--- src/logic/dcd_regs.svh ---
`ifndef DCD_REGS_SVH
`define DCD_REGS_SVH

// register byte addresses
`define DCD_CTRL_ADDR 8'h00
`define DCD_STAT_ADDR 8'h04

// control field positions
`define DCD_CTRL_PICK_FIRST_LSB 0
`define DCD_CTRL_PICK_SECOND_LSB 2
`define DCD_CTRL_HOLD_BIT 4
`define DCD_CTRL_CLEAR_BIT 8

// status field positions
`define DCD_STAT_HOLD_BIT 0
`define DCD_STAT_FIRST_BIT 1
`define DCD_STAT_SECOND_BIT 2
`define DCD_STAT_COUNT_LSB 4

// reset values
`define DCD_CTRL_RESET 32'h0000_0000
`define DCD_COUNT_RESET 4'h0

`endif

--- src/logic/dcd_pkg.sv ---
package dcd_pkg;

    // ratio selection encoding for both paths
    typedef enum logic [1:0] {
        DCD_PICK_0 = 2'b00,
        DCD_PICK_1 = 2'b01,
        DCD_PICK_2 = 2'b10,
        DCD_PICK_3 = 2'b11
    } dcd_pick_e;

    // software control fields
    typedef struct packed {
        logic hold;
        dcd_pick_e ratio_pick_second;
        dcd_pick_e ratio_pick_first;
    } dcd_ctrl_s;

    // wishbone request from the master
    typedef struct packed {
        logic cyc;
        logic stb;
        logic we;
        logic [3:0] sel;
        logic [7:0] adr;
        logic [31:0] dat;
    } dcd_wb_req_s;

endpackage

--- src/logic/dcd_divider.sv ---
// Functional notes
// - two division paths from one input clock, ratios 1/2/4/8 and 2/4/8/16.
// - both paths share one counter on the same input clock edges.
// - each output runs at input frequency over its selected ratio.
// - hold only changes divider gating while the input clock is low.
// - hold control is captured on every falling input-clock edge.
// - asserted hold stops the dividers from the next falling edge on.
// - while frozen, count and outputs keep their present values; only a clear or a ratio write changes them.
// - released hold resumes after next falling edge, continuing from held count.
`include "dcd_regs.svh"
`timescale 1ns/100ps
`default_nettype none

module dcd_divider
    import dcd_pkg::*;
(
    input wire logic clk_in,
    input wire logic rst_b_in,
    input wire logic src_clock_in,
    input wire logic wb_cyc_in,
    input wire logic wb_stb_in,
    input wire logic wb_we_in,
    input wire logic [3:0] wb_sel_in,
    input wire logic [7:0] wb_adr_in,
    input wire logic [31:0] wb_dat_in,
    output logic [31:0] wb_dat_out,
    output logic wb_ack_out,
    output logic first_divided_out,
    output logic second_divided_out
);

    // selects one counter bit for a ratio; code 0 picks the undivided level in path one and counter bit 0 in path two
    // the same selector serves both paths, so a code means the same tap
    // position in each; path two is simply shifted up by one counter bit
    function automatic logic tap(input logic [1:0] pick,
                                 input logic [4:0] taps);
        tap = taps[pick];
    endfunction

    dcd_wb_req_s req;
    dcd_ctrl_s ctrl_reg;
    logic src_prev_reg;
    logic hold_reg;
    logic clear_reg;
    logic [3:0] count_reg;
    logic [3:0] count_next;
    logic level_reg;
    logic first_reg;
    logic second_reg;
    logic ack_reg;
    logic [31:0] rdata_reg;

    // bus request gathered into one carrier
    assign req = '{cyc: wb_cyc_in, stb: wb_stb_in, we: wb_we_in,
                   sel: wb_sel_in, adr: wb_adr_in, dat: wb_dat_in};

    // bus decode: a fresh request raises ack one cycle later; the write
    // itself lands while ack is shown, at the edge where the master
    // samples ack, so control never changes before the master sees it.
    // the master keeps address, direction and data steady up to that edge
    wire access = req.cyc & req.stb & ~ack_reg;
    wire landing = req.cyc & req.stb & ack_reg;
    wire hit_ctrl = req.adr == `DCD_CTRL_ADDR;
    wire hit_stat = req.adr == `DCD_STAT_ADDR;
    wire wr_ctrl_lo = landing & req.we & hit_ctrl & req.sel[0];
    wire wr_clear = landing & req.we & hit_ctrl & req.sel[1]
                    & req.dat[`DCD_CTRL_CLEAR_BIT];

    // input clock edges as one-cycle enables
    // the input clock is treated as data on the system clock; each level
    // must last at least one system cycle or an edge is lost, and two
    // cycles a level keep every counter step cleanly separated
    wire src_rise = src_clock_in & ~src_prev_reg;
    wire src_fall = ~src_clock_in & src_prev_reg;
    wire run = ~hold_reg;

    // shared counter: one edge source for both paths
    // one counter feeds both outputs, so their common edges cannot drift
    // apart; clear wins over a step that falls in the same cycle
    assign count_next = clear_reg ? `DCD_COUNT_RESET
                        : count_reg + 4'h1;
    wire count_step = clear_reg | (src_rise & run);

    // taps per ratio: path one 1/2/4/8, path two 2/4/8/16
    wire [4:0] taps = {count_reg, level_reg};
    wire first_sel = tap(ctrl_reg.ratio_pick_first, taps);
    wire second_sel = tap(ctrl_reg.ratio_pick_second,
                          {1'b0, count_reg});

    // read data mux
    // reserved bits read as zero; unmapped addresses return all zeros
    wire [31:0] stat_word = {24'h00_0000, count_reg, 1'b0,
                             second_reg, first_reg, hold_reg};
    wire [31:0] ctrl_word = {27'h000_0000, ctrl_reg};
    wire [31:0] rd_word = hit_ctrl ? ctrl_word
                          : (hit_stat ? stat_word : 32'h0000_0000);

    // input clock edge tracker
    always_ff @(posedge clk_in or negedge rst_b_in)
    begin
        if (!rst_b_in)
            src_prev_reg <= 1'b0;
        else
            src_prev_reg <= src_clock_in;
    end

    // hold captured only at falling edges, i.e. with the clock low
    // taking the hold request only at a falling edge means the divider
    // gating changes while the input clock sits low, so neither freezing
    // nor releasing can cut a high phase short and leave a runt pulse.
    // a hold written while the input clock is parked waits for its fall
    always_ff @(posedge clk_in or negedge rst_b_in)
    begin
        if (!rst_b_in)
            hold_reg <= 1'b0;
        else if (src_fall)
            hold_reg <= ctrl_reg.hold;
    end

    // control register and self-clearing clear request
    // the clear bit is never stored; it becomes a one-cycle pulse that
    // restarts the shared count, which lets several dividers line up
    always_ff @(posedge clk_in or negedge rst_b_in)
    begin
        if (!rst_b_in)
        begin
            ctrl_reg <= dcd_ctrl_s'(`DCD_CTRL_RESET);
            clear_reg <= 1'b0;
        end
        else
        begin
            if (wr_ctrl_lo)
                ctrl_reg <= dcd_ctrl_s'(req.dat[4:0]);
            clear_reg <= wr_clear;
        end
    end

    // divider state frozen while held
    // while held the count keeps its value unless a clear restarts it, and the undivided level stays
    // at the low level it had when the hold was captured, so release
    // carries on from the held state with both paths still in phase
    always_ff @(posedge clk_in or negedge rst_b_in)
    begin
        if (!rst_b_in)
        begin
            count_reg <= `DCD_COUNT_RESET;
            level_reg <= 1'b0;
        end
        else
        begin
            if (count_step)
                count_reg <= count_next;
            if (clear_reg)
                level_reg <= 1'b0;
            else if (run)
                level_reg <= src_clock_in;
        end
    end

    // registered outputs
    // outputs come from flip-flops so downstream receivers never see the
    // tap selector glitch when a ratio code is rewritten
    always_ff @(posedge clk_in or negedge rst_b_in)
    begin
        if (!rst_b_in)
        begin
            first_reg <= 1'b0;
            second_reg <= 1'b0;
        end
        else
        begin
            first_reg <= first_sel;
            second_reg <= second_sel;
        end
    end

    // bus answer: one ack per request, one cycle after it, zero for unmapped reads
    // ack is a single-cycle pulse; a strobe still high after it would be
    // taken again, so the master must drop its request after one ack.
    // read data is registered with the ack and holds its value until the next read is taken
    always_ff @(posedge clk_in or negedge rst_b_in)
    begin
        if (!rst_b_in)
        begin
            ack_reg <= 1'b0;
            rdata_reg <= 32'h0000_0000;
        end
        else
        begin
            ack_reg <= access;
            if (access & ~req.we)
                rdata_reg <= rd_word;
        end
    end

    // drive the ports straight from their flip-flops
    assign wb_ack_out = ack_reg;
    assign wb_dat_out = rdata_reg;
    assign first_divided_out = first_reg;
    assign second_divided_out = second_reg;

endmodule

`default_nettype wire

--- config.mk ---
export PLATFORM = sky130hd
export DESIGN_NAME = dcd_divider
export DESIGN_NICKNAME = d
export VERILOG_FILES = /design/src/logic/dcd_pkg.sv /design/src/logic/dcd_divider.sv
export VERILOG_INCLUDE_DIRS = /design/src /design/src/logic
export SDC_FILE = /design/constraint.sdc
export NUM_CORES = 1
export LEC_CHECK = 0
export ABC_CLOCK_PERIOD_IN_PS = 2100
export BUFFER_PORTS_ARGS = -buffer_cell sky130_fd_sc_hd__buf_2
export CORE_MARGIN = 1
export CORE_UTILIZATION = 43
export CTS_BUF_LIST = sky130_fd_sc_hd__clkbuf_8
export DETAILED_ROUTE_END_ITERATION = 10
export PLACE_DENSITY = 0.78
export REMOVE_ABC_BUFFERS = 1
export SYNTH_ARGS = -nofsm -noshare
export SYNTH_HDL_FRONTEND = slang
export SYNTH_SLANG_ARGS = --single-unit
--- constraint.sdc ---
create_clock -name clk_in -period 2.1 [get_ports clk_in]
set_input_delay 0.42 -clock clk_in [delete_from_list [all_inputs] [get_ports clk_in]]
set_output_delay 0.42 -clock clk_in [all_outputs]
set_load 0.01 [all_outputs]
==> impl_metrics.toml, run 1 <==
[die]
io_pins = 85
die_h_um = 56.11
fp.dieW_um = 56.11
coreArea_mm2 = 0.002758
initial_core_util_pct = 45.64
die_area_mm2 = 0.003148
rows = 19

[finish]
drive_above_1_share_pct = 32.43
nets = 200
antenna_cells = 0
largest_reg_flops = 8
area_growth_syn_to_layout_pct = 12.13

[sta]
setup_violations = 0
worst_slew_pin_slew_ps = 595.6
period_minus_slack_ps = 1778
final.period_utilization_pct = 84.65
clock.fmax_mhz = 562.5
report.final.hold_viol_count = 0
slew_viol_final = 0
fin_skew_ps = 2.830
finalSetupTns_ps = 0
rsz0062_at_grt = "false"
relSlewSlack_pct = 59.76
hold_slack_ps = 126.0

[placed_design]
place_hpwl_um = 1826
gp_congestion = 0.7506
port_buffers = 32

[setup_path]
ff2ff_path_depth = 3
worstSetupPathType = "in2reg"
end_kind = "flop"
path_max_fanout = 5
arrival_ps = 1930
rrSetupSlack_ps = 510
worstSetupStartpointType = "input pin"
r2r-start = "wb_ack_out$_DFF_PN0_"
critPathRequiredTime_ps = 2250
startpoint = "wb_adr_in[5]"

[clock_tree]
numCtsBuffers = 3
cts_setup_buffers = 0
clkTransAtPathRegs_ps = 80
ctsResizeCount = 0
cts_sinks = 24
htreeDepth = 1
cts_hold_buf = 0
root_buffer = "clkbuf_8"
cts_tree = "yes"
clk_latency_ps = 260
clock_path_buffers = 2

[global_route]
grt_use_total_pct = 15.81
grt_max_degree = 25
grt_first_pass_wirelength_um = 3912
grt_overflow_total = 0
grt_pass1_vias = 872
antenna_found_initial = 0

[yosys]
synth_warnings = 0
synth_common_cells = "buf_4 (24), dfrtp_1 (24), nand2_1 (13)"
postSynthAreaPerCell_um2 = 10.95
synth_top_cell_by_area = "dfrtp_1"
async_flop_share_pct = 100.0
ys_types = 27
ys.flop_type = "dfrtp_1"
ys_ff_latch = 24
synth_cells = 115
synth_area_mm2 = 0.001259
yosys.area.top_type_share_pct = 47.71
synth_edf_count = 0
synthTopCellsByArea = "dfrtp_1 (48%), buf_4 (14%), mux2_2 (5.4%), mux2i_1 (4.8%), nand2_1 (3.9%)"
yosysSeqAreaShare_pct = 47.71

[flow_run]
maxCapViolations = 0

[pwr]
leakage_nw = 0.7191
power.density_mw_per_mm2 = 724.0
ir_worst_vdd_v = 0.0004366

[detailed_routing]
avgViaCountPerCell = 4.827
drtAntennaViolNets = 0
drc = 0
drt-total-wl_um = 2274
dr.pass1.iters = 4
drtIter0Drc = 11
vias = 864
wl_per_cell_um = 12.70

[min_path]
min_path_type = "in2async"

[outcome]
status = "finished, final reports clean"
cell families after synthesis:
logic type	count (synthesis)	share of synthesized area, %
AO/OA/AOI/OAI	11	4.374
XOR/XNOR	1	0.6960
adder cells (fa/ha/maj)	1	0.9939
buffers and inverters	26	14.91
flip-flops	24	47.71
multiplexers	14	13.72
other	1	0.2979
AND/OR/NAND/NOR	37	17.30
area by class of cell:
class                      instances  area (um^2)
clock buffer                       4        55.05
timing repair buffer              32        160.2
sequential                        24        600.6
tap                               31        38.79
multi-input combinational         88        556.8
fill                             241         1346
metrics by stage:
stage | power (mW) | utilization, % | instances | setup slack [ps] | cell area [um^2]
after floorplan | 0.6484 | - | 112 | 289.1 | 1157
after global placement | 0.7090 | 49.18 | 175 | 87.11 | 1356
after detailed placement | 0.7205 | 49.18 | 175 | 67.58 | 1356
after CTS | 1.032 | 51.18 | 179 | 348.5 | 1411
after global routing | 1.073 | 51.18 | 179 | 299.1 | 1411
final | 1.022 | 51.18 | 179 | 322.3 | 1411
final timing paths:
path	endpoint
max	ctrl_reg[2]$_DFFE_PN0P_
min	count_reg[1]$_DFFE_PN0P_
max reg2reg	ctrl_reg[2]$_DFFE_PN0P_
min reg2reg	wb_dat_out[0]$_DFFE_PN0P_
max in group asynchronous	wb_dat_out[2]$_DFFE_PN0P_
min in group clk_in	src_prev_reg$_DFF_PN0_
placed cells by master (no fill, tap or decap), types with 2 or more instances in the layout:
master / instances
mux4_2: 2
nand2b_1: 3
nor4bb_1: 2
o21ai_0: 9
clkbuf_8: 4
nor3_1: 2
mux2_2: 6
mux2i_1: 6
dfrtp_1: 24
nand3_1: 3
nor2_1: 4
nand2_1: 13
conb_1: 24
a21oi_1: 2
buf_2: 32
where the power goes:
part / leakage, nW / switching [mW] / internal (mW)
Combinational: 0.373 / 0.0829 / 0.0704
Clock: 0.0288 / 0.144 / 0.167
Sequential: 0.318 / 0.0537 / 0.503
worst max-delay path, cell delays in order:
cell and delay [ps]:
buf_2 110, or4_1 570, nor4_4 440, mux2_2 390
per-layer routing:
layer / up-vias / wire length [um] / track usage, %
met1: 411 / 951 / 18.57
met3: 6 / 84 / 2.791
li1: 418 / - / -
met4: 0 / 63 / 9.059
met5: - / 0 / 0
met2: 29 / 1175 / 27.04
(Power assumes the default switching activity.)
==> run 2: changes to the inputs <==
- ABC_CLOCK_PERIOD_IN_PS: 2100 -> 1500
- CORE_UTILIZATION: 43 -> 39
- PLACE_DENSITY: 0.78 -> 0.75
- clock period: 2.1 -> 1.5 ns (I/O delays scaled with it)
==> impl_metrics.toml, run 2 (synthesis gave the netlist of run 1 again) <==
[detailed_routing]
top_layer_used = "met4"
vias = 907
drtAntennaViolNets = 0
avgViaCountPerCell = 4.512
m1WireLength_um = 988
wl_met2_um = 1243
drt-total-wl_um = 2372
drtIter0Drc = 39
drc = 0
wl_per_cell_um = 11.80
met3_length_um = 114
dr.pass1.iters = 4

[sta]
hold_slack_ps = -0.1123
slew_viol_final = 0
fin_ws_ps = 30.83
period_minus_slack_ps = 1469
worst_slew_pin_slew_ps = 522.3
rsz0062_at_grt = "true"
report.final.hold_viol_count = 1
clock.fmax_mhz = 680.7
fin_skew_ps = 1.955
final.period_utilization_pct = 97.94
setup_violations = 0
relSlewSlack_pct = 65.18

[min_path]
min_path_type = "in2async"

[outcome]
violations = "negative hold slack"
status = "finished with violations"

[global_route]
grt_first_pass_wirelength_um = 3933
grt_use_total_pct = 15.40
grt_overflow_total = 0
antenna_found_initial = 0
grt_max_degree = 25
grt_pass1_vias = 892

[die]
fp.dieW_um = 58.81
coreArea_mm2 = 0.003053
die_area_mm2 = 0.003459
io_pins = 85
initial_core_util_pct = 41.23
die_h_um = 58.81
rows = 20

[pwr]
clockPowerShare_pct = 29.8
p_sw_share_pct = 27.35
power.density_mw_per_mm2 = 938.7
p_int_mw = 1.056
leakage_nw = 0.7812
p_comb_share_pct = 16.4
ir_worst_vdd_v = 0.0003034
power.switching_mw = 0.3977
seqPwrFrac_pct = 53.8

[clock_tree]
clkTransAtPathRegs_ps = 80
clock_path_buffers = 2
numCtsBuffers = 3
cts_sinks = 24
cts_tree = "yes"
htreeDepth = 1
root_buffer = "clkbuf_8"
clk_latency_ps = 270

[setup_path]
worstSetupPathType = "in2reg"
path_max_fanout = 5
arrival_ps = 1630
slowest_stage = "or4_4"
end_kind = "flop"
critPathRequiredTime_ps = 1660
path_cells = "buf_6 -> or4_4 -> nor4_4 -> buf_6 -> mux2_4"
worstSetupStartpointType = "input pin"
critical_path.most_common_cell = "buf_6"
slowest_delay_ps = 540

[finish]
stdcell_area_mm2 = 0.001549
layout_commonest_cell = "buf_2"
largest_reg_flops = 8
antenna_cells = 0
drive_above_1_share_pct = 37.58
area_growth_syn_to_layout_pct = 23.06
mostFrequentLayoutCells = "buf_2 (31), conb_1 (24), dfrtp_1 (24)"
nets = 209

[placed_design]
port_buffers = 32
place_hpwl_um = 1861
placed_cell_area_mm2 = 0.001433
place_ws_ps = -334.2
gp_congestion = 0.7474

[flow_run]
maxCapViolations = 0
## run 2: cell types whose count changed in the layout (fill, tap and decap cells not counted), sizes merged
cell  previous run  this run
buf             32        41
## run 2: worst paths after layout
check,from,end,slack (ps),cells past startpoint
max in group asynchronous,rst_b_in,clear_reg$_DFF_PN0_,1150,1
min,rst_b_in,wb_dat_out[6]$_DFFE_PN0P_,-0.1,1
min reg2reg,wb_dat_out[7]$_DFFE_PN0P_,wb_dat_out[7]$_DFFE_PN0P_,480,2
max,wb_adr_in[5],ctrl_reg[0]$_DFFE_PN0P_,30,5
max reg2reg,src_prev_reg$_DFF_PN0_,count_reg[3]$_DFFE_PN0P_,70,3
min in group clk_in,src_clock_in,src_prev_reg$_DFF_PN0_,250,2
## run 2: worst max-delay path, delay by kind of cell
family                 cells  cell delay [ps]
buffers and inverters      2              260
muxes                      1              300
and+or+nand+nor            2              770
## run 2: layout make-up
class	count	area [um^2]
multi-input cells	88	600.6
clock buffers	4	55.05
repair buffers	41	237.7
fillers	296	1504
flip-flops and latches	24	600.6
well taps	44	55.05
## run 2: power by group through the flow
stage          Clock (mW)  Sequential (mW)  Combinational (mW)
3_5_place_dp            0            0.794               0.229
2_1_floorplan           0            0.772               0.135
3_3_place_gp            0            0.791               0.216
5_1_grt             0.466            0.792               0.265
4_1_cts             0.450            0.781               0.233
6_report            0.434            0.782               0.239
## run 2: per-stage QoR
stage               instances  setup TNS, ps  utilization (%)  power (mW)  hold slack [ps]
floorplan                 112         -954.4                -      0.9078            4.409
global placement          196          -1579            46.93       1.006            286.3
detailed placement        196          -1682            46.93       1.023            302.4
CTS                       200         -8.399            49.06       1.464            6.270
global route              201         -78.23            50.74       1.522            41.35
finish                    201              0            50.74       1.454          -0.1123
## run 2: timing repair
item                                    CTS  global route
endpoints found under the setup margin    6            13
buffers inserted                          0             1
hold buffers                              0             0
resized for setup                         3             9
pin swaps                                 0             0
## run 2: metal layers
layer	GRT usage (%)	vias to the layer above
li1	-	436
met1	16.95	429
met2	28.41	39
met3	3.516	3
met4	6.122	0
met5	0	-
